<file path="src/msif_params.svh">
// Constants of the motion task status and mode interface
`ifndef MSIF_PARAMS_SVH
`define MSIF_PARAMS_SVH
// ----------------------------------------
// Register word offsets
// ----------------------------------------
`define MSIF_OFF_T1_CTRL 8'h01
`define MSIF_OFF_T2_CTRL 8'h03
`define MSIF_OFF_T1_TSTART 8'h0A
`define MSIF_OFF_T2_TSTART 8'h0B
`define MSIF_OFF_SYS_ERR 8'h0C
`define MSIF_OFF_T1_ERR 8'h0D
`define MSIF_OFF_T2_ERR 8'h0E
`define MSIF_OFF_X_ERR 8'h0F
`define MSIF_OFF_Y_ERR 8'h10
`define MSIF_OFF_T1_PROG 8'h11
`define MSIF_OFF_T1_BLK 8'h12
`define MSIF_OFF_T1_TEXEC 8'h13
`define MSIF_OFF_T2_PROG 8'h14
`define MSIF_OFF_T2_BLK 8'h15
`define MSIF_OFF_T2_TEXEC 8'h16
`define MSIF_OFF_IRQ_STAT 8'h20
`define MSIF_OFF_IRQ_MASK 8'h21
// ----------------------------------------
// Field positions and widths
// ----------------------------------------
`define MSIF_CTRL_W 11
`define MSIF_CTRL_MODE 1
`define MSIF_CTRL_START 2
`define MSIF_CTRL_TSET 8
`define MSIF_CTRL_TEXEC 9
`define MSIF_IRQ_W 9
`define MSIF_IRQ_SYS 0
`define MSIF_IRQ_T1ERR 1
`define MSIF_IRQ_XERR 3
`define MSIF_IRQ_TEACH 4
`define MSIF_IRQ_MODE 6
`define MSIF_IRQ_FMT 8
// ----------------------------------------
// Reset values and BCD limits
// ----------------------------------------
`define MSIF_BCD_ZERO 16'h0000
`define MSIF_ADDR_MAX 16'h1999
`define MSIF_PROG_MAX 16'h0999
`define MSIF_ERR_MAX 16'h9999
`define MSIF_NIB_MAX 4'h9
// ----------------------------------------
// Timing: interface refresh period
// ----------------------------------------
`define MSIF_CLK_MHZ 250
`define MSIF_REFRESH_NS 1000
`define MSIF_REFRESH_CYC ((`MSIF_REFRESH_NS * `MSIF_CLK_MHZ) / 1000)
`endif

</file>
<file path="src/msif_pkg.sv">
// Types and helpers of the motion task status and mode interface
`include "msif_params.svh"
package msif_pkg;
  // Per-task status coming from the motion core
  typedef struct packed {
    logic program_running;
    logic manual_moving;
    logic axes_moving;
    logic teach_done;
    logic [15:0] teach_addr;
    logic [15:0] error_code;
    logic [15:0] program_no;
    logic [15:0] block_no;
  } msif_task_core_t;

  // Per-task commands toward the motion core
  typedef struct packed {
    logic auto_mode;
    logic manual_en;
    logic program_en;
    logic decel_stop;
    logic program_stop;
    logic start;
    logic resume;
    logic teach_set;
    logic teach_exec;
    logic [15:0] teach_start_addr;
    logic [10:0] ctrl_bits;
  } msif_task_cmd_t;

  // Mode state, held variants remember a stopped program
  typedef enum logic [3:0] {
    MSIF_ST_MAN = 4'h1,
    MSIF_ST_MAN_HELD = 4'h2,
    MSIF_ST_AUTO = 4'h4,
    MSIF_ST_AUTO_HELD = 4'h8
  } msif_mode_state_t;

  // Valid 4-digit BCD not above a BCD limit
  function automatic logic msif_bcd_ok(input logic [15:0] v, input logic [15:0] lim);
    logic ok;
    ok = (v[15:12] <= `MSIF_NIB_MAX) && (v[11:8] <= `MSIF_NIB_MAX) &&
         (v[7:4] <= `MSIF_NIB_MAX) && (v[3:0] <= `MSIF_NIB_MAX);
    // Valid BCD orders the same as binary
    return ok && (v <= lim);
  endfunction
endpackage

</file>
<file path="src/msif_top.sv">
// Host interface words and mode control of a two-task motion controller
`timescale 1ns/1ps
`default_nettype none
`include "msif_params.svh"
// Functional notes
// - System error word carries the BCD error code, zero when no error.
// - Each task has its own BCD error word, zero when normal.
// - X and Y axes each have their own BCD error word, zero when normal.
// - Task one program number shown as BCD 0-999.
// - Task one block number shown as BCD 0-999.
// - Task two program and block numbers shown as BCD 0-999.
// - Task one teach execution stores first position address into its word.
// - Task two teach execution likewise stores its address, refreshed each time.
// - Task two control word bits 0-10 mirror task one functions.
// - Mode bit set means automatic mode, clear means manual mode.
// - Manual commands only in manual mode, program only in automatic.
// - Rising mode bit decelerates manually moving axes to a stop.
// - Falling mode bit stops the program and decelerates moving axes.
// - Program stopped by manual switch resumes from its block on restart.
module msif_top import msif_pkg::*; #(
  parameter int REFRESH_CYC = `MSIF_REFRESH_CYC,
  parameter int NTASK = 2
) (
  input wire logic clk_i,
  input wire logic rst_i,
  input wire logic [7:0] reg_addr_i,
  input wire logic [15:0] reg_wdata_i,
  input wire logic reg_wr_i,
  input wire logic reg_rd_i,
  output logic [15:0] reg_rdata_o,
  input wire msif_task_core_t [NTASK-1:0] task_core_i,
  input wire logic [15:0] sys_err_i,
  input wire logic [15:0] x_err_i,
  input wire logic [15:0] y_err_i,
  output msif_task_cmd_t [NTASK-1:0] task_cmd_o,
  output logic refresh_o,
  output logic irq_o
);
  // ----------------------------------------
  // Declarations
  // ----------------------------------------
  logic [15:0] div_r;
  logic refresh;
  logic [`MSIF_CTRL_W-1:0] ctrl_r [NTASK];
  logic [`MSIF_CTRL_W-1:0] ctrl_prev_r [NTASK];
  logic [15:0] tstart_r [NTASK];
  logic [15:0] terr_w [NTASK];
  logic [15:0] prog_w [NTASK];
  logic [15:0] blk_w [NTASK];
  logic [15:0] texec_w [NTASK];
  logic [15:0] sys_w;
  logic [15:0] x_w;
  logic [15:0] y_w;
  logic [NTASK-1:0] auto_m;
  logic [NTASK-1:0] decel_m;
  logic [NTASK-1:0] pstop_m;
  logic [NTASK-1:0] start_m;
  logic [NTASK-1:0] resume_m;
  logic [NTASK-1:0] change_m;
  logic [NTASK-1:0] tset_r;
  logic [NTASK-1:0] texec_r;
  logic [4*NTASK-1:0] bad_t;
  logic [2:0] bad_g;
  logic [`MSIF_IRQ_W-1:0] irq_stat_r;
  logic [`MSIF_IRQ_W-1:0] irq_mask_r;
  logic [`MSIF_IRQ_W-1:0] irq_evt;
  logic [15:0] rd_nxt;

  // ----------------------------------------
  // Refresh divider
  // ----------------------------------------
  // One refresh pulse per period paces status sampling, except the teach execution words loaded on teach done
  always_ff @(posedge clk_i) begin
    if (rst_i) begin
      div_r <= 16'h0000;
    end else if (refresh) begin
      div_r <= 16'h0000;
    end else begin
      div_r <= div_r + 16'h0001;
    end
  end

  assign refresh = (div_r == 16'(REFRESH_CYC - 1));
  assign refresh_o = refresh;

  // ----------------------------------------
  // Global status words
  // ----------------------------------------
  // system error word
  msif_bcd_word #(.MAX(`MSIF_ERR_MAX)) u_sys (
    .clk_i(clk_i),
    .rst_i(rst_i),
    .load_i(refresh),
    .value_i(sys_err_i),
    .word_o(sys_w),
    .bad_o(bad_g[0])
  );

  msif_bcd_word #(.MAX(`MSIF_ERR_MAX)) u_xerr (
    .clk_i(clk_i),
    .rst_i(rst_i),
    .load_i(refresh),
    .value_i(x_err_i),
    .word_o(x_w),
    .bad_o(bad_g[1])
  );

  msif_bcd_word #(.MAX(`MSIF_ERR_MAX)) u_yerr (
    .clk_i(clk_i),
    .rst_i(rst_i),
    .load_i(refresh),
    .value_i(y_err_i),
    .word_o(y_w),
    .bad_o(bad_g[2])
  );

  // ----------------------------------------
  // Per-task logic
  // ----------------------------------------
  for (genvar t = 0; t < NTASK; t++) begin : g_task
    msif_bcd_word #(.MAX(`MSIF_ERR_MAX)) u_terr (
      .clk_i(clk_i),
      .rst_i(rst_i),
      .load_i(refresh),
      .value_i(task_core_i[t].error_code),
      .word_o(terr_w[t]),
      .bad_o(bad_t[4*t])
    );

    msif_bcd_word #(.MAX(`MSIF_PROG_MAX)) u_prog (
      .clk_i(clk_i),
      .rst_i(rst_i),
      .load_i(refresh),
      .value_i(task_core_i[t].program_no),
      .word_o(prog_w[t]),
      .bad_o(bad_t[4*t+1])
    );

    msif_bcd_word #(.MAX(`MSIF_PROG_MAX)) u_blk (
      .clk_i(clk_i),
      .rst_i(rst_i),
      .load_i(refresh),
      .value_i(task_core_i[t].block_no),
      .word_o(blk_w[t]),
      .bad_o(bad_t[4*t+2])
    );

    msif_bcd_word #(.MAX(`MSIF_ADDR_MAX)) u_texec (
      .clk_i(clk_i),
      .rst_i(rst_i),
      .load_i(task_core_i[t].teach_done),
      .value_i(task_core_i[t].teach_addr),
      .word_o(texec_w[t]),
      .bad_o(bad_t[4*t+3])
    );

    msif_mode_ctl u_mode (
      .clk_i(clk_i),
      .rst_i(rst_i),
      .refresh_i(refresh),
      .mode_bit_i(ctrl_r[t][`MSIF_CTRL_MODE]),
      .start_bit_i(ctrl_r[t][`MSIF_CTRL_START]),
      .running_i(task_core_i[t].program_running),
      .manual_moving_i(task_core_i[t].manual_moving),
      .moving_i(task_core_i[t].axes_moving),
      .auto_o(auto_m[t]),
      .decel_stop_o(decel_m[t]),
      .program_stop_o(pstop_m[t]),
      .start_o(start_m[t]),
      .resume_o(resume_m[t]),
      .change_o(change_m[t])
    );

    // Teach set and execute act on the rising bit at refresh
    always_ff @(posedge clk_i) begin
      if (rst_i) begin
        ctrl_prev_r[t] <= '0;
        tset_r[t] <= 1'b0;
        texec_r[t] <= 1'b0;
      end else begin
        tset_r[t] <= 1'b0;
        texec_r[t] <= 1'b0;
        if (refresh) begin
          ctrl_prev_r[t] <= ctrl_r[t];
          tset_r[t] <= ctrl_r[t][`MSIF_CTRL_TSET] & ~ctrl_prev_r[t][`MSIF_CTRL_TSET];
          texec_r[t] <= ctrl_r[t][`MSIF_CTRL_TEXEC] & ~ctrl_prev_r[t][`MSIF_CTRL_TEXEC];
        end
      end
    end

    // Command bundle toward the motion core
    always_comb begin
      task_cmd_o[t].auto_mode = auto_m[t];
      task_cmd_o[t].manual_en = ~auto_m[t];
      task_cmd_o[t].program_en = auto_m[t];
      task_cmd_o[t].decel_stop = decel_m[t];
      task_cmd_o[t].program_stop = pstop_m[t];
      task_cmd_o[t].start = start_m[t];
      task_cmd_o[t].resume = resume_m[t];
      task_cmd_o[t].teach_set = tset_r[t];
      task_cmd_o[t].teach_exec = texec_r[t];
      task_cmd_o[t].teach_start_addr = tstart_r[t];
      task_cmd_o[t].ctrl_bits = ctrl_r[t];
    end
  end

  // ----------------------------------------
  // Host-written words
  // ----------------------------------------
  // Start address kept as written; range is the host's duty
  always_ff @(posedge clk_i) begin
    if (rst_i) begin
      for (int i = 0; i < NTASK; i++) begin
        ctrl_r[i] <= '0;
        tstart_r[i] <= `MSIF_BCD_ZERO;
      end
    end else if (reg_wr_i) begin
      case (reg_addr_i)
        `MSIF_OFF_T1_CTRL: ctrl_r[0] <= reg_wdata_i[`MSIF_CTRL_W-1:0];
        `MSIF_OFF_T2_CTRL: ctrl_r[1] <= reg_wdata_i[`MSIF_CTRL_W-1:0];
        `MSIF_OFF_T1_TSTART: tstart_r[0] <= reg_wdata_i;
        `MSIF_OFF_T2_TSTART: tstart_r[1] <= reg_wdata_i;
        default: ;
      endcase
    end
  end

  // ----------------------------------------
  // Interrupts
  // ----------------------------------------
  // Errors flag only on the step from normal to faulted
  always_comb begin
    irq_evt = '0;
    irq_evt[`MSIF_IRQ_SYS] = refresh & (sys_err_i != `MSIF_BCD_ZERO) & (sys_w == `MSIF_BCD_ZERO);
    for (int i = 0; i < NTASK; i++) begin
      irq_evt[`MSIF_IRQ_T1ERR+i] = refresh & (task_core_i[i].error_code != `MSIF_BCD_ZERO) &
                                    (terr_w[i] == `MSIF_BCD_ZERO);
      irq_evt[`MSIF_IRQ_TEACH+i] = task_core_i[i].teach_done;
      irq_evt[`MSIF_IRQ_MODE+i] = change_m[i];
    end
    irq_evt[`MSIF_IRQ_XERR] = refresh & (((x_err_i != `MSIF_BCD_ZERO) & (x_w == `MSIF_BCD_ZERO)) |
                                         ((y_err_i != `MSIF_BCD_ZERO) & (y_w == `MSIF_BCD_ZERO)));
    irq_evt[`MSIF_IRQ_FMT] = (|bad_t) | (|bad_g);
  end

  // Write one to clear; a new event in the same cycle wins
  always_ff @(posedge clk_i) begin
    if (rst_i) begin
      irq_stat_r <= '0;
    end else if (reg_wr_i && reg_addr_i == `MSIF_OFF_IRQ_STAT) begin
      irq_stat_r <= (irq_stat_r & ~reg_wdata_i[`MSIF_IRQ_W-1:0]) | irq_evt;
    end else begin
      irq_stat_r <= irq_stat_r | irq_evt;
    end
  end

  // Mask register
  always_ff @(posedge clk_i) begin
    if (rst_i) begin
      irq_mask_r <= '0;
    end else if (reg_wr_i && reg_addr_i == `MSIF_OFF_IRQ_MASK) begin
      irq_mask_r <= reg_wdata_i[`MSIF_IRQ_W-1:0];
    end
  end

  assign irq_o = |(irq_stat_r & irq_mask_r);

  // ----------------------------------------
  // Read path
  // ----------------------------------------
  // Unmapped words read zero
  always_comb begin
    case (reg_addr_i)
      `MSIF_OFF_T1_CTRL: rd_nxt = 16'(ctrl_r[0]);
      `MSIF_OFF_T2_CTRL: rd_nxt = 16'(ctrl_r[1]);
      `MSIF_OFF_T1_TSTART: rd_nxt = tstart_r[0];
      `MSIF_OFF_T2_TSTART: rd_nxt = tstart_r[1];
      `MSIF_OFF_SYS_ERR: rd_nxt = sys_w;
      `MSIF_OFF_T1_ERR: rd_nxt = terr_w[0];
      `MSIF_OFF_T2_ERR: rd_nxt = terr_w[1];
      `MSIF_OFF_X_ERR: rd_nxt = x_w;
      `MSIF_OFF_Y_ERR: rd_nxt = y_w;
      `MSIF_OFF_T1_PROG: rd_nxt = prog_w[0];
      `MSIF_OFF_T1_BLK: rd_nxt = blk_w[0];
      `MSIF_OFF_T1_TEXEC: rd_nxt = texec_w[0];
      `MSIF_OFF_T2_PROG: rd_nxt = prog_w[1];
      `MSIF_OFF_T2_BLK: rd_nxt = blk_w[1];
      `MSIF_OFF_T2_TEXEC: rd_nxt = texec_w[1];
      `MSIF_OFF_IRQ_STAT: rd_nxt = 16'(irq_stat_r);
      `MSIF_OFF_IRQ_MASK: rd_nxt = 16'(irq_mask_r);
      default: rd_nxt = 16'h0000;
    endcase
  end

  // Data valid only in the cycle after the read strobe
  always_ff @(posedge clk_i) begin
    if (rst_i) begin
      reg_rdata_o <= 16'h0000;
    end else if (reg_rd_i) begin
      reg_rdata_o <= rd_nxt;
    end else begin
      reg_rdata_o <= 16'h0000;
    end
  end
endmodule
`default_nettype wire

</file>
<file path="src/msif_bcd_word.sv">
// Status word holding a checked 4-digit BCD value
`timescale 1ns/1ps
`default_nettype none
`include "msif_params.svh"
module msif_bcd_word import msif_pkg::*; #(
  parameter logic [15:0] MAX = `MSIF_ADDR_MAX
) (
  input wire logic clk_i,
  input wire logic rst_i,
  input wire logic load_i,
  input wire logic [15:0] value_i,
  output logic [15:0] word_o,
  output logic bad_o
);
  // ----------------------------------------
  // Capture
  // ----------------------------------------
  // A malformed value keeps the last good word and flags it
  always_ff @(posedge clk_i) begin
    if (rst_i) begin
      word_o <= `MSIF_BCD_ZERO;
      bad_o <= 1'b0;
    end else begin
      bad_o <= 1'b0;
      if (load_i) begin
        if (msif_bcd_ok(value_i, MAX)) begin
          word_o <= value_i;
        end else begin
          bad_o <= 1'b1;
        end
      end
    end
  end
endmodule
`default_nettype wire

</file>
<file path="src/msif_mode_ctl.sv">
// Automatic/manual mode sequencing for one task
`timescale 1ns/1ps
`default_nettype none
`include "msif_params.svh"
module msif_mode_ctl import msif_pkg::*; (
  input wire logic clk_i,
  input wire logic rst_i,
  input wire logic refresh_i,
  input wire logic mode_bit_i,
  input wire logic start_bit_i,
  input wire logic running_i,
  input wire logic manual_moving_i,
  input wire logic moving_i,
  output logic auto_o,
  output logic decel_stop_o,
  output logic program_stop_o,
  output logic start_o,
  output logic resume_o,
  output logic change_o
);
  msif_mode_state_t state_r;
  logic mode_prev_r;
  logic start_prev_r;
  logic rise;
  logic fall;
  logic srise;

  // ----------------------------------------
  // Edge detection per refresh
  // ----------------------------------------
  // compare with previous refresh sample
  assign rise = refresh_i & mode_bit_i & ~mode_prev_r;
  assign fall = refresh_i & ~mode_bit_i & mode_prev_r;
  assign srise = refresh_i & start_bit_i & ~start_prev_r;

  // Samples taken only on refresh, so host glitches are missed
  always_ff @(posedge clk_i) begin
    if (rst_i) begin
      mode_prev_r <= 1'b0;
      start_prev_r <= 1'b0;
    end else if (refresh_i) begin
      mode_prev_r <= mode_bit_i;
      start_prev_r <= start_bit_i;
    end
  end

  // ----------------------------------------
  // Mode state
  // ----------------------------------------
  // mode follows the bit
  always_ff @(posedge clk_i) begin
    if (rst_i) begin
      state_r <= MSIF_ST_MAN;
    end else begin
      case (state_r)
        MSIF_ST_MAN: if (rise) state_r <= MSIF_ST_AUTO;
        MSIF_ST_MAN_HELD: if (rise) state_r <= MSIF_ST_AUTO_HELD;
        MSIF_ST_AUTO: begin
          if (fall) state_r <= running_i ? MSIF_ST_MAN_HELD : MSIF_ST_MAN;
        end
        MSIF_ST_AUTO_HELD: begin
          if (fall) state_r <= MSIF_ST_MAN_HELD;
          else if (srise) state_r <= MSIF_ST_AUTO;
        end
        default: state_r <= MSIF_ST_MAN;
      endcase
    end
  end

  assign auto_o = (state_r == MSIF_ST_AUTO) | (state_r == MSIF_ST_AUTO_HELD);

  // ----------------------------------------
  // One-cycle commands
  // ----------------------------------------
  always_ff @(posedge clk_i) begin
    if (rst_i) begin
      decel_stop_o <= 1'b0;
      program_stop_o <= 1'b0;
      start_o <= 1'b0;
      resume_o <= 1'b0;
      change_o <= 1'b0;
    end else begin
      decel_stop_o <= (rise & manual_moving_i) | (fall & moving_i);
      program_stop_o <= fall & running_i;
      start_o <= srise & (state_r == MSIF_ST_AUTO) & ~running_i & ~fall;
      resume_o <= srise & (state_r == MSIF_ST_AUTO_HELD) & ~fall;
      change_o <= rise | fall;
    end
  end
endmodule
`default_nettype wire

</file>
<file path="config.mk">
export PLATFORM = sky130hd
export DESIGN_NAME = msif_top
export DESIGN_NICKNAME = d
export VERILOG_FILES = /design/src/msif_pkg.sv /design/src/msif_top.sv /design/src/msif_bcd_word.sv /design/src/msif_mode_ctl.sv
export VERILOG_INCLUDE_DIRS = /design/src
export SDC_FILE = /design/constraint.sdc
export NUM_CORES = 1
export LEC_CHECK = 0
export ABC_AREA = 1
export BUFFER_PORTS_ARGS = -buffer_cell sky130_fd_sc_hd__buf_2
export CELL_PAD_IN_SITES_DETAIL_PLACEMENT = 1
export CELL_PAD_IN_SITES_GLOBAL_PLACEMENT = 1
export CORE_MARGIN = 4
export CORE_UTILIZATION = 35
export DETAILED_ROUTE_END_ITERATION = 10
export PLACE_DENSITY = 0.76
export SYNTH_ARGS = -nofsm -noshare
export SYNTH_HDL_FRONTEND = slang
export SYNTH_SLANG_ARGS = --single-unit
</file>
<file path="constraint.sdc">
create_clock -name clk_i -period 2.8 [get_ports clk_i]
set_input_delay 0.84 -clock clk_i [delete_from_list [all_inputs] [get_ports clk_i]]
set_output_delay 0.84 -clock clk_i [all_outputs]
set_load 0.01 [all_outputs]
</file>
[Word-level counts from Yosys, hierarchy flattened]
Memories as Yosys holds them, arrays and structs flattened.
Cells that the tools add are included.
Word-level totals
  memories kept: 3
  register bits: 263
  bits of input ports: 212
  latch bits: 0
  bits in read-only memories: 0
  word-level logic and storage cells: 350
  memory bits (writable): 76
  output and inout bits: 90
Cells by class
  reductions and logical operators: 77
  divide/modulo/power cells: 0
  multipliers: 0
  magnitude comparators: 55
  bitwise gates (word level): 80
  add/sub/neg operators: 1
  equal/unequal tests: 34
  shift operators: 0
  multiplexer cells: 54
Memories
  tstart_r: words 2, bits a word 16, rd ports 2, clocked after Yosys merged registers in 0, wr ports 2, RTL line msif_top.sv:46  | logic [15:0] tstart_r [NTASK];
  ctrl_prev_r: words 2, bits a word 11, rd ports 2, clocked after Yosys merged registers in 0, wr ports 2, RTL line msif_top.sv:45  | logic [`MSIF_CTRL_W-1:0] ctrl_prev_r [NTASK];
  ctrl_r: words 2, bits a word 11, rd ports 2, clocked after Yosys merged registers in 0, wr ports 2, RTL line msif_top.sv:44  | logic [`MSIF_CTRL_W-1:0] ctrl_r [NTASK];
Operators by type and width (count)
  $pmux 16 s17: 1
  $le 4x4->1 const B: 44
  $le 16x16->1 const B: 5
  $logic_not 16->1: 5
  $reduce_bool 16->1: 5
  $le 16x12->1 const B: 4
  $eq 8x5->1 const B: 7
  $eq 8x4->1 const B: 6
  $logic_and 1x1->1: 46
  $mux 11: 4
  $and 1x1->1: 41
  $mux 4: 10
  $le 16x13->1 const B: 2
  $mux 1: 32
  $mux 16: 2
  $pmux 4 s4: 2
  $reduce_and 2->1: 11
  $not 1->1: 20
  $and 9x9->9: 2
  $or 9x9->9: 2
  $add 16x1->16 const B: 1
  $eq 16x8->1 const B: 1
  $eq 8x6->1 const B: 2
  $or 1x1->1: 14
  other kinds (16): 32

[Longest topological paths before layout]
Gate-level depths: netlist of run 1.
  word-level depth: 6
  depth in mapped cells: 12
  depth with buffers taken out: 12

[Hierarchy]
Synthesis of run 1 repeated with hierarchy kept, for this count alone.
Second synthesis, totals
  cell total of the unflattened synthesis: 2624
  area total of the unflattened synthesis: 17618.1 um^2
Modules (own cells, without submodules)
  msif_top: area an instance 7243.2 um^2, cells each 1054, instances 1, seq. area each 2822.7 um^2
  msif_bcd_word at g_task[0].u_terr ...: area an instance 815.8 um^2, cells each 120, instances 5, seq. area each 340.3 um^2
  msif_bcd_word at g_task[0].u_blk ...: area an instance 834.6 um^2, cells each 130, instances 4, seq. area each 340.3 um^2
  msif_bcd_word at g_task[0].u_texec ...: area an instance 855.8 um^2, cells each 135, instances 2, seq. area each 340.3 um^2
  msif_mode_ctl: area an instance 623.1 um^2, cells each 90, instances 2, seq. area each 220.2 um^2

[Least setup slack after synthesis of run 1]
OpenSTA, ideal clock, no wires.
  kind: input to register
  from: in rst_i
  to: mem tstart_r[0][0], enable pin
  slack: 400 ps
  stages on the path: 5
  data arrival time: 2037 ps
  data required time: 2437 ps
  path buffers: 3
  setup time: 363 ps
  path through: clkbuf_1 inv_2 clkbuf_1 clkbuf_1 nand2_1
RTL lines
  from (decl): RTL line msif_top.sv:25  | input wire logic rst_i,
  to (decl): RTL line msif_top.sv:46

[Worst setup path after layout of run 1]
  from: reg div_r[1]
  to: out refresh_o
Between the ends
  cells in the longest elaborated chain, start to end: 1
RTL lines
  from (decl): RTL line msif_top.sv:42  | logic [15:0] div_r;
  from (signal assigned): RTL line msif_top.sv:79  | div_r <= div_r + 16'h0001;
  $eq 16x8->1: RTL line msif_top.sv:83  | assign refresh = (div_r == 16'(REFRESH_CYC - 1));
  to (decl): RTL line msif_top.sv:36  | output logic refresh_o,
No other way between the ends.

==> flow_summary.json, run 1 <==
{
  "synthFlopType": "dfxtp_1",
  "synthesis.nets": 2180,
  "post_dp_cell_area_um2": 16800,
  "ys_warn_count": 0,
  "initial_core_util": 0.358,
  "layout-drive-gt1-share": 0.206,
  "path_max_fanout": 5,
  "p_seq_frac": 0.457,
  "numCtsBuffers": 36,
  "syn_to_final_growth_pct": 22.1,
  "grt_antenna_before_repair": 7,
  "power_frac_comb": 0.096,
  "switching_share": 0.255,
  "postLayoutCellArea_um2": 18000,
  "fin_crit_sh": 0.956,
  "max_clock_freq_mhz": 373,
  "place_hpwl_mm": 47.0,
  "grt_pass1_vias": 15420,
  "outcome": "complete, no violations",
  "synth_edf_count": 58,
  "power.density_nw_per_um2": 596,
  "rsz0062_at_grt": "false",
  "async_flop_share": 0,
  "criticalPathCategory": "flip-flop to output port",
  "grt.total_usage": 0.256,
  "p_clk_frac": 0.447,
  "crit_end": "refresh_o",
  "p_int_w": 0.00798,
  "synth_top_cell_by_area": "dfxtp_1",
  "wire_per_inst_um": 21.2,
  "ir_worst_vdd_v": 0.000308,
  "cp_num_cells": 9,
  "synthMostInstantiatedCell": "nand2_1",
  "cap_violations": 0,
  "seq_area_um2": 7010,
  "whs_ns": 0.406,
  "drv_slew": 0,
  "root_buffer": "clkbuf_16",
  "fin_nets": 2461,
  "cpLargestDelayFamily": "simple AND/OR/NAND/NOR gates",
  "first_pass_iters": 5,
  "worst_slew_pin_slew_ns": 1.06,
  "finalWeightedCongestion": 0.966,
  "grt.overflow.total": 0,
  "drt-initial-drc-count": 936,
  "max_slew_margin": 0.290,
  "clkSlewWorstSetupHoldPaths_ns": 0.06,
  "antenna_left": 0,
  "hold_depth": 1,
  "die_h_um": 213,
  "regToRegStartpoint": "div_r[1]",
  "critPathLaunch": "div_r[1]",
  "cp.required_ns": 1.96,
  "syn_area_per_cell_um2": 7.49,
  "vias": 14900,
  "power.total_w": 0.0107,
  "n_fill_cell": 5170,
  "drt-total-wl_mm": 59.7,
  "dpl.cell_count": 2740,
  "cp_slowest_cell": "dfxtp_1",
  "ys_seq_elements": 321,
  "grt_pass1_wl_mm": 89.8,
  "period_needed_ns": 2.68,
  "cts_max_path_buffers": 3,
  "finalNonFillerCells": 2812,
  "ys_seq_area_frac": 0.476,
  "core_area_um2": 41200,
  "ios": 302,
  "tns_ns": 0,
  "postSynthCellCount": 1966,
  "p_switching_w": 0.00273,
  "ff2ff_setup_slack_ns": 0.49,
  "startpoint_type": "flip-flop",
  "synth.distinct_cells": 39,
  "finalHoldViolCount": 0,
  "portBuffers": 301,
  "arrival_ns": 1.84,
  "finalSetupViolCount": 0,
  "vias_per_cell": 5.30,
  "synth_top_area_share": 0.357,
  "r2r_end": "u_yerr.word_o[4]",
  "critical-path-max-stage-delay_ns": 0.32,
  "crit_path_frequent_cell": "inv_1",
  "ff2ff_path_depth": 12,
  "ys_top_cells_by_area": "dfxtp_1 36%, edfxtp_1 12%, nand3_1 8.3%",
  "die_width_um": 213,
  "multi_input_area_um2": 6330,
  "cts_tree": "yes",
  "cts.sinks": 321,
  "drc": 0,
  "holdCritPathClass": "flip-flop to flip-flop",
  "synth_common_cells": "290 x nand2_1, 263 x dfxtp_1, 244 x nand3_1",
  "path_buf_inv": 4,
  "finalClockSkew_ns": 0.0168,
  "end_kind": "output port",
  "cts.htree.levels": 2,
  "clk_latency_ns": 0.54,
  "worstPathCellList": "inv_1 -> ha_1 -> inv_1 -> nor2_1 -> nand2_2 -> nor2_8 -> nand2_8 -> inv_2 -> buf_2",
  "die-area_um2": 45400,
  "syn-cell-area_um2": 14700,
  "grt_max_degree": 83,
  "row_count": 74,
  "p_leak_nw": 7.96
}
[cell type report]
cell class,instances,share of cell area
Inverter,220,0.0460
Clock inverter,15,0.00877
Clock buffer,51,0.0566
Tap cell,532,0.0370
Multi-Input combinational cell,1316,0.352
Timing Repair Buffer,352,0.109
Antenna cell,5,0.000696
Sequential cell,321,0.390
[what timing repair did]
| action | in CTS | in global routing |
|---|---|---|
| endpoints found under the setup margin | 1 | 1 |
| hold buffers | 0 | 0 |
| gates resized for setup | 2 | 2 |
| pin swaps | 1 | 1 |
| buffers inserted | 1 | 0 |
[layer usage]
layer	global-route usage	vias up	wire length (µm)
met5	0	-	34
met4	0.0905	6	2290
met3	0.0429	112	3330
met2	0.435	430	28900
met1	0.330	7228	25200
li1	-	7124	-
[metrics by stage]
stage | util | setup slack (ns)
floorplan | - | 0.400
global placement | 0.407 | 0.183
detailed placement | 0.407 | 0.0256
CTS | 0.436 | 0.0157
global route | 0.436 | 0.0142
finish | 0.437 | 0.123
[cells in the final DEF (no fill, tap or decap), types with 4 or more instances in the layout]
cell type	n
buf_2	301
nand2_1	289
dfxtp_1	262
nand3_1	244
nor2_1	236
inv_1	208
o21ai_0	176
a21oi_1	122
nor3_1	83
edfxtp_1	58
buf_4	45
clkbuf_16	37
nand4_1	34
nor3_2	30
nor4_1	29
o22ai_1	13
o21ai_1	10
clkbuf_1	10
nor2_2	9
inv_2	8
clkinv_2	7
clkinv_1	6
nor2_4	6
and3_1	6
buf_12	6
diode_2	5
nor3b_1	4
or2_2	4
clkbuf_8	4
[sequential cells by signal, summed over array words and instances (netlist names), 4 cells and up]
| signal | count |
|---|---|
| g_task.u_texec.word_o | 32 |
| irq_mask_r | 9 |
| u_xerr.word_o | 16 |
| tstart_r | 32 |
| div_r | 16 |
| g_task.u_prog.word_o | 32 |
| reg_rdata_o | 16 |
| u_yerr.word_o | 16 |
| task_cmd_o | 4 |
| g_task.u_blk.word_o | 32 |
| irq_stat_r | 9 |
| u_sys.word_o | 16 |
| g_task.u_mode.state_r | 8 |
| g_task.u_terr.word_o | 32 |
| ctrl_r | 22 |
| ctrl_prev_r | 4 |
[worst min path at each step]
stage                      startpoint              to  slack [ns]
global route        ctrl_prev_r[0][9]  task_cmd_o[27]        0.43
detailed placement  ctrl_prev_r[1][9]  task_cmd_o[63]        0.40
finish              ctrl_prev_r[1][9]  task_cmd_o[63]        0.41
global placement    ctrl_prev_r[1][8]  task_cmd_o[64]        0.39
CTS                 ctrl_prev_r[1][9]  task_cmd_o[63]        0.41
floorplan           ctrl_prev_r[0][9]  task_cmd_o[27]        0.39
[power groups by stage]
stage	Sequential (W)	Combinational (W)	Clock [W]
floorplan	0.00497	0.000572	0
global placement	0.00499	0.000977	0
detailed placement	0.00500	0.00102	0
CTS	0.00490	0.00103	0.00487
global route	0.00490	0.00115	0.00508
finish	0.00490	0.00102	0.00479
[kinds of logic (layout without fill, tap and decap cells)]
| logic type | count (synthesis) | in the layout | synth area share |
|---|---|---|---|
| buffers and inverters | 329 | 638 | 0.0956 |
| XOR/XNOR | 2 | 2 | 0.00119 |
| AND/OR/NAND/NOR | 982 | 982 | 0.311 |
| other | 0 | 5 | 0 |
| adder cells (fa/ha/maj) | 2 | 2 | 0.00170 |
| AO/OA/AOI/OAI | 330 | 330 | 0.115 |
| flip-flops | 321 | 321 | 0.476 |
Power figures use the tool's default switching activity.
==> run 2, diff against run 1 <==
Settings changed: GPL_TIMING_DRIVEN set to 0, PLACE_DENSITY 0.76 to 0.79, REMOVE_ABC_BUFFERS set to 1.
Clock period 2.8 ns to 2.3 ns, I/O delays scaled along.
==> run 2 against run 1 <==
Highest routed layer unchanged. Sequential cell count did not move. Clock skew increased by 0.011 ns. Setup slack got worse by 0.31 ns. Largest power group is now clock. Via count up 1.4%. Sequential power is 22% higher. The flow now finishes with violations (setup timing). Cell count down 0.39%. Global-route usage shrank 0.21 points.
==> flow_summary.json, run 2 (synthesis results as in run 1) <==
{
  "cts.htree.levels": 2,
  "pre_cts_slack_ns": -1.55,
  "clkSlewWorstSetupHoldPaths_ns": 0.06,
  "max_clock_freq_mhz": 402,
  "portBuffers": 301,
  "criticalPathCategory": "flip-flop to output port",
  "drv_slew": 0,
  "max_slew_margin": 0.360,
  "syn_to_final_growth_pct": 23.4,
  "die-area_um2": 45400,
  "core_area_um2": 41200,
  "fin_nets": 2451,
  "vias_per_cell": 5.40,
  "cts_hold_buffers": 0,
  "post_dp_cell_area_um2": 16400,
  "drt-total-wl_mm": 60.6,
  "period_needed_ns": 2.49,
  "rsz0062_at_grt": "true",
  "startpoint_type": "flip-flop",
  "cap_violations": 0,
  "final_common_cell": "buf_2",
  "power.total_w": 0.0133,
  "place_hpwl_mm": 43.5,
  "path_max_fanout": 5,
  "numCtsBuffers": 38,
  "holdCritPathClass": "input pin to flip-flop",
  "row_count": 74,
  "p_seq_frac": 0.449,
  "violations": "setup timing",
  "end_kind": "output port",
  "die_width_um": 213,
  "clk_latency_ns": 0.57,
  "finalHoldViolCount": 0,
  "grt_antenna_before_repair": 14,
  "grt_pass1_vias": 15222,
  "die_h_um": 213,
  "grt.overflow.total": 0,
  "p_int_w": 0.00982,
  "first_pass_iters": 5,
  "ff2ff_setup_slack_ns": 0.19,
  "fin_crit_sh": 1.08,
  "cpLargestDelayFamily": "simple AND/OR/NAND/NOR gates",
  "grt.total_usage": 0.254,
  "worst_slew_pin_slew_ns": 0.959,
  "final_core_util": 0.441,
  "wire_per_inst_um": 21.6,
  "finalSetupViolCount": 1,
  "power.density_nw_per_um2": 731,
  "root_buffer": "clkbuf_16",
  "cp.required_ns": 1.61,
  "critical-path-max-stage-delay_ns": 0.33,
  "finalWeightedCongestion": 0.950,
  "p_switching_w": 0.00347,
  "crit_path_frequent_cell": "inv_1",
  "cp_slowest_cell": "dfxtp_2",
  "initial_core_util": 0.358,
  "ir_worst_vdd_v": 0.000397,
  "cts_max_path_buffers": 3,
  "vias": 15114,
  "arrival_ns": 1.80,
  "path_buf_inv": 4,
  "fin_ws_ns": -0.187,
  "drc": 0,
  "power_frac_comb": 0.099,
  "antenna_left": 0,
  "p_clk_frac": 0.452,
  "finalNonFillerCells": 2801,
  "grt_max_degree": 100,
  "cts.sinks": 321,
  "p_leak_nw": 7.91,
  "ios": 302,
  "grt_pass1_wl_mm": 88.5,
  "drt-initial-drc-count": 1112,
  "finalClockSkew_ns": 0.0274,
  "layout-drive-gt1-share": 0.219,
  "switching_share": 0.261,
  "postLayoutCellArea_um2": 18200,
  "layout_common_cells": "298 x buf_2, 282 x nand2_1, 255 x dfxtp_1",
  "worstPathCellList": "inv_1 -> ha_2 -> inv_1 -> nor2_1 -> nand2_2 -> nor2_8 -> nand2_8 -> clkinvlp_4 -> buf_6",
  "cts_tree": "yes",
  "dpl.cell_count": 2693,
  "outcome": "finished with violations"
}
## run 2: cell types whose count changed in the layout (fill, tap and decap cells not counted), sizes merged
cell / delta
clkinv: -3
nand2: +3
diode: -2
nor2: +2
clkbuf: +7
inv: -3
clkinvlp: +3
buf: -17
bufinv: -1
## run 2: routing by layer
metal	share of wire	vias up	global-route usage
li1	-	7098	-
met1	0.41	7298	0.318
met2	0.47	555	0.423
met3	0.080	143	0.0577
met4	0.042	20	0.107
met5	0.0022	-	0
## run 2: area by class of cell
class,instances,area [µm²]
antenna,3,7.51
inverter,220,851
multi-input combinational,1321,6540
sequential,321,7020
fill,5134,23000
clock buffer,58,1100
timing repair buffer,335,1890
clock inverter,11,110
tap,532,666
## run 2: path summary, 6_finish.rpt
path                          start                     endpoint  depth (start not counted)
setup / recovery           div_r[1]                    refresh_o                          9
setup reg to reg           div_r[1]            u_yerr.word_o[13]                         12
hold / removal      task_core_i[95]  g_task[1].u_prog.word_o[11]                          3
hold reg to reg   ctrl_prev_r[1][8]               task_cmd_o[64]                          1
## run 2: tightest hold or removal path: stages
cell and delay (ns):
buf_2 0.09, nor3_2 0.04, nor2_1 0.08
## run 2: what timing repair did
item	in CTS	in global routing
cloned	5	0
gates resized for setup	32	34
endpoints found under the setup margin	341	175
buffers inserted	17	14
pin swaps	11	10
## run 2: stage by stage
step	hold slack, ns	setup TNS, ns
detailed placement	0.405	-344.76
global route	0.386	-0.383
finish	0.383	-0.187
floorplan	0.390	-72.32
global placement	0.398	-597.65
CTS	0.368	-1.98
## run 2: power by group through the flow
stage / clock (W) / sequential (W) / combinational (W)
6_report: 0.00601 / 0.00597 / 0.00131
5_1_grt: 0.00630 / 0.00598 / 0.00145
4_1_cts: 0.00608 / 0.00596 / 0.00128
3_5_place_dp: 0 / 0.00607 / 0.00122
3_3_place_gp: 0 / 0.00606 / 0.00116
2_1_floorplan: 0 / 0.00605 / 0.000633
==> run 3, diff against run 2 <==
Settings changed: ABC_AREA 1 to unset, PLACE_DENSITY 0.79 to 0.76.
==> run 3 against run 2 <==
The run still ends with setup timing left. Cell count is 13% lower. Hold slack worse by 0.019 ns. Die area is 3.2% lower. Clock-buffer cell count is 2 lower. Sequential share of layout area is 0.50 points lower. Critical endpoint unchanged.
==> flow_summary.json, run 3 <==
{
  "finalWeightedCongestion": 0.900,
  "cp.required_ns": 1.61,
  "grt_antenna_before_repair": 5,
  "drv_slew": 0,
  "cts.htree.levels": 2,
  "die-area_um2": 44000,
  "finalClockSkew_ns": 0.0167,
  "worst_slew_pin_slew_ns": 0.753,
  "outcome": "finished with violations",
  "wire_per_inst_um": 24.4,
  "row_count": 73,
  "syn_area_per_cell_um2": 9.07,
  "end_kind": "output port",
  "drt-initial-drc-count": 1110,
  "postLayoutCellArea_um2": 18500,
  "ios": 302,
  "ys_warn_count": 0,
  "drc": 0,
  "die_width_um": 210,
  "multi_input_area_um2": 7200,
  "n_fill_cell": 4680,
  "syn-cell-area_um2": 14200,
  "antenna_left": 0,
  "grt.total_usage": 0.250,
  "ys_seq_elements": 321,
  "grt_max_degree": 141,
  "numCtsBuffers": 37,
  "ir_worst_vdd_v": 0.000437,
  "synthFlopType": "dfxtp_1",
  "portBuffers": 301,
  "syn_to_final_growth_pct": 29.8,
  "postSynthCellCount": 1569,
  "cts_max_path_buffers": 3,
  "power.density_nw_per_um2": 739,
  "root_buffer": "clkbuf_16",
  "rsz0062_at_grt": "true",
  "synthMostInstantiatedCell": "nand2_1",
  "path_buf_inv": 2,
  "cts.sinks": 321,
  "critical-path-max-stage-delay_ns": 0.55,
  "cts_tree": "yes",
  "die_h_um": 210,
  "clkSlewWorstSetupHoldPaths_ns": 0.06,
  "layout_common_cells": "293 x buf_2, 292 x nand2_1, 248 x dfxtp_1",
  "finalHoldViolCount": 0,
  "initial_core_util": 0.356,
  "grt_pass1_vias": 14105,
  "fin_ws_ns": -0.397,
  "path_max_fanout": 4,
  "max_slew_margin": 0.494,
  "vias_per_cell": 5.69,
  "post_dp_cell_area_um2": 16100,
  "worstPathCellList": "or4b_4 -> nor4_4 -> buf_4 -> buf_6",
  "final_common_cell": "buf_2",
  "violations": "setup timing",
  "cpLargestDelayFamily": "simple AND/OR/NAND/NOR gates",
  "seq_area_um2": 7040,
  "period_needed_ns": 2.70,
  "holdCritPathClass": "input pin to flip-flop",
  "core_area_um2": 40000,
  "cp_slowest_cell": "or4b_4",
  "ys_top_cells_by_area": "dfxtp_1 37%, edfxtp_1 12%, nand2_1 8.1%",
  "cap_violations": 0,
  "arrival_ns": 2.01,
  "criticalPathCategory": "flip-flop to output port",
  "async_flop_share": 0,
  "clk_latency_ns": 0.53,
  "max_clock_freq_mhz": 371,
  "synth_top_cell_by_area": "dfxtp_1",
  "vias": 13808,
  "startpoint_type": "flip-flop",
  "layout-drive-gt1-share": 0.295,
  "synth.distinct_cells": 72,
  "finalSetupViolCount": 63,
  "grt_pass1_wl_mm": 85.0,
  "tns_ns": -4.21,
  "fin_crit_sh": 1.17,
  "drt-total-wl_mm": 59.3,
  "fin_nets": 2084,
  "synth_top_area_share": 0.370,
  "p_leak_nw": 7.01,
  "grt.overflow.total": 0,
  "synth_edf_count": 58,
  "ys_seq_area_frac": 0.492,
  "place_hpwl_mm": 42.8,
  "synth_common_cells": "306 x nand2_1, 263 x dfxtp_1, 164 x a21oi_1",
  "first_pass_iters": 7
}
## run 3: power by group
part	switching (W)	total [W]	leakage [nW]	internal, W
combinational	0.000838	0.00149	3.71	0.000650
sequential	0.000136	0.00598	2.68	0.00585
clock	0.00242	0.00619	0.619	0.00378
total	0.00339	0.0137	7.01	0.0103
## run 3: final timing paths
kind	startpoint	endpoint	slack [ns]	cells past startpoint
setup reg to reg	div_r[1]	g_task[0].u_mode.state_r[0]	-0.12	12
hold reg to reg	ctrl_prev_r[0][9]	task_cmd_o[27]	0.40	1
setup / recovery	div_r[2]	refresh_o	-0.40	4
hold / removal	task_core_i[67]	g_task[0].u_mode.start_o	0.36	2
## run 3: metrics by stage
| step | util | instances | setup slack (ns) | hold slack, ns | power, W |
|---|---|---|---|---|---|
| finish | 0.462 | 2427 | -0.397 | 0.364 | 0.0137 |
| global route | 0.462 | 2425 | -0.427 | 0.366 | 0.0141 |
| CTS | 0.449 | 2400 | -0.488 | 0.348 | 0.0136 |
| detailed placement | 0.402 | 2295 | -1.36 | 0.396 | 0.00736 |
| global placement | 0.398 | 2288 | -2.88 | 0.399 | 0.00729 |
| floorplan | - | 1462 | -0.656 | 0.384 | 0.00666 |
## run 3: area by class of cell
type,instances,share of cell area
clock inverter,12,0.00894
antenna,3,0.000406
sequential,321,0.381
clock buffer,56,0.0596
inverter,10,0.00203
timing repair buffer,365,0.123
multi-input combinational,1135,0.390
tap,525,0.0355
## run 3: per-layer routing
layer,vias to the layer above,wire length (µm),global-route usage
li1,6214,-,-
met1,6778,22600,0.312
met2,654,28500,0.418
met3,160,5470,0.0544
met4,2,2740,0.109
met5,-,13,0
## run 3: cells by family (layout without fill, tap and decap cells)
kind of cell / count (synthesis) / count (layout) / synth area share
AND/OR/NAND/NOR: 684 / 688 / 0.236
AO/OA/AOI/OAI: 331 / 331 / 0.139
flip-flops: 321 / 321 / 0.492
buffers and inverters: 117 / 443 / 0.0372
multiplexers: 96 / 96 / 0.0829
XOR/XNOR: 18 / 18 / 0.0111
adder cells (fa/ha/maj): 2 / 2 / 0.00176
other: 0 / 3 / 0
## run 3: repair_timing
item                       4_1_cts  5_1_grt
gates resized for setup         89       55
pin swaps                       17       18
hold buffers                     0        0
buffers inserted                37       21
gates cloned                     0        4
setup endpoints to repair      340      219
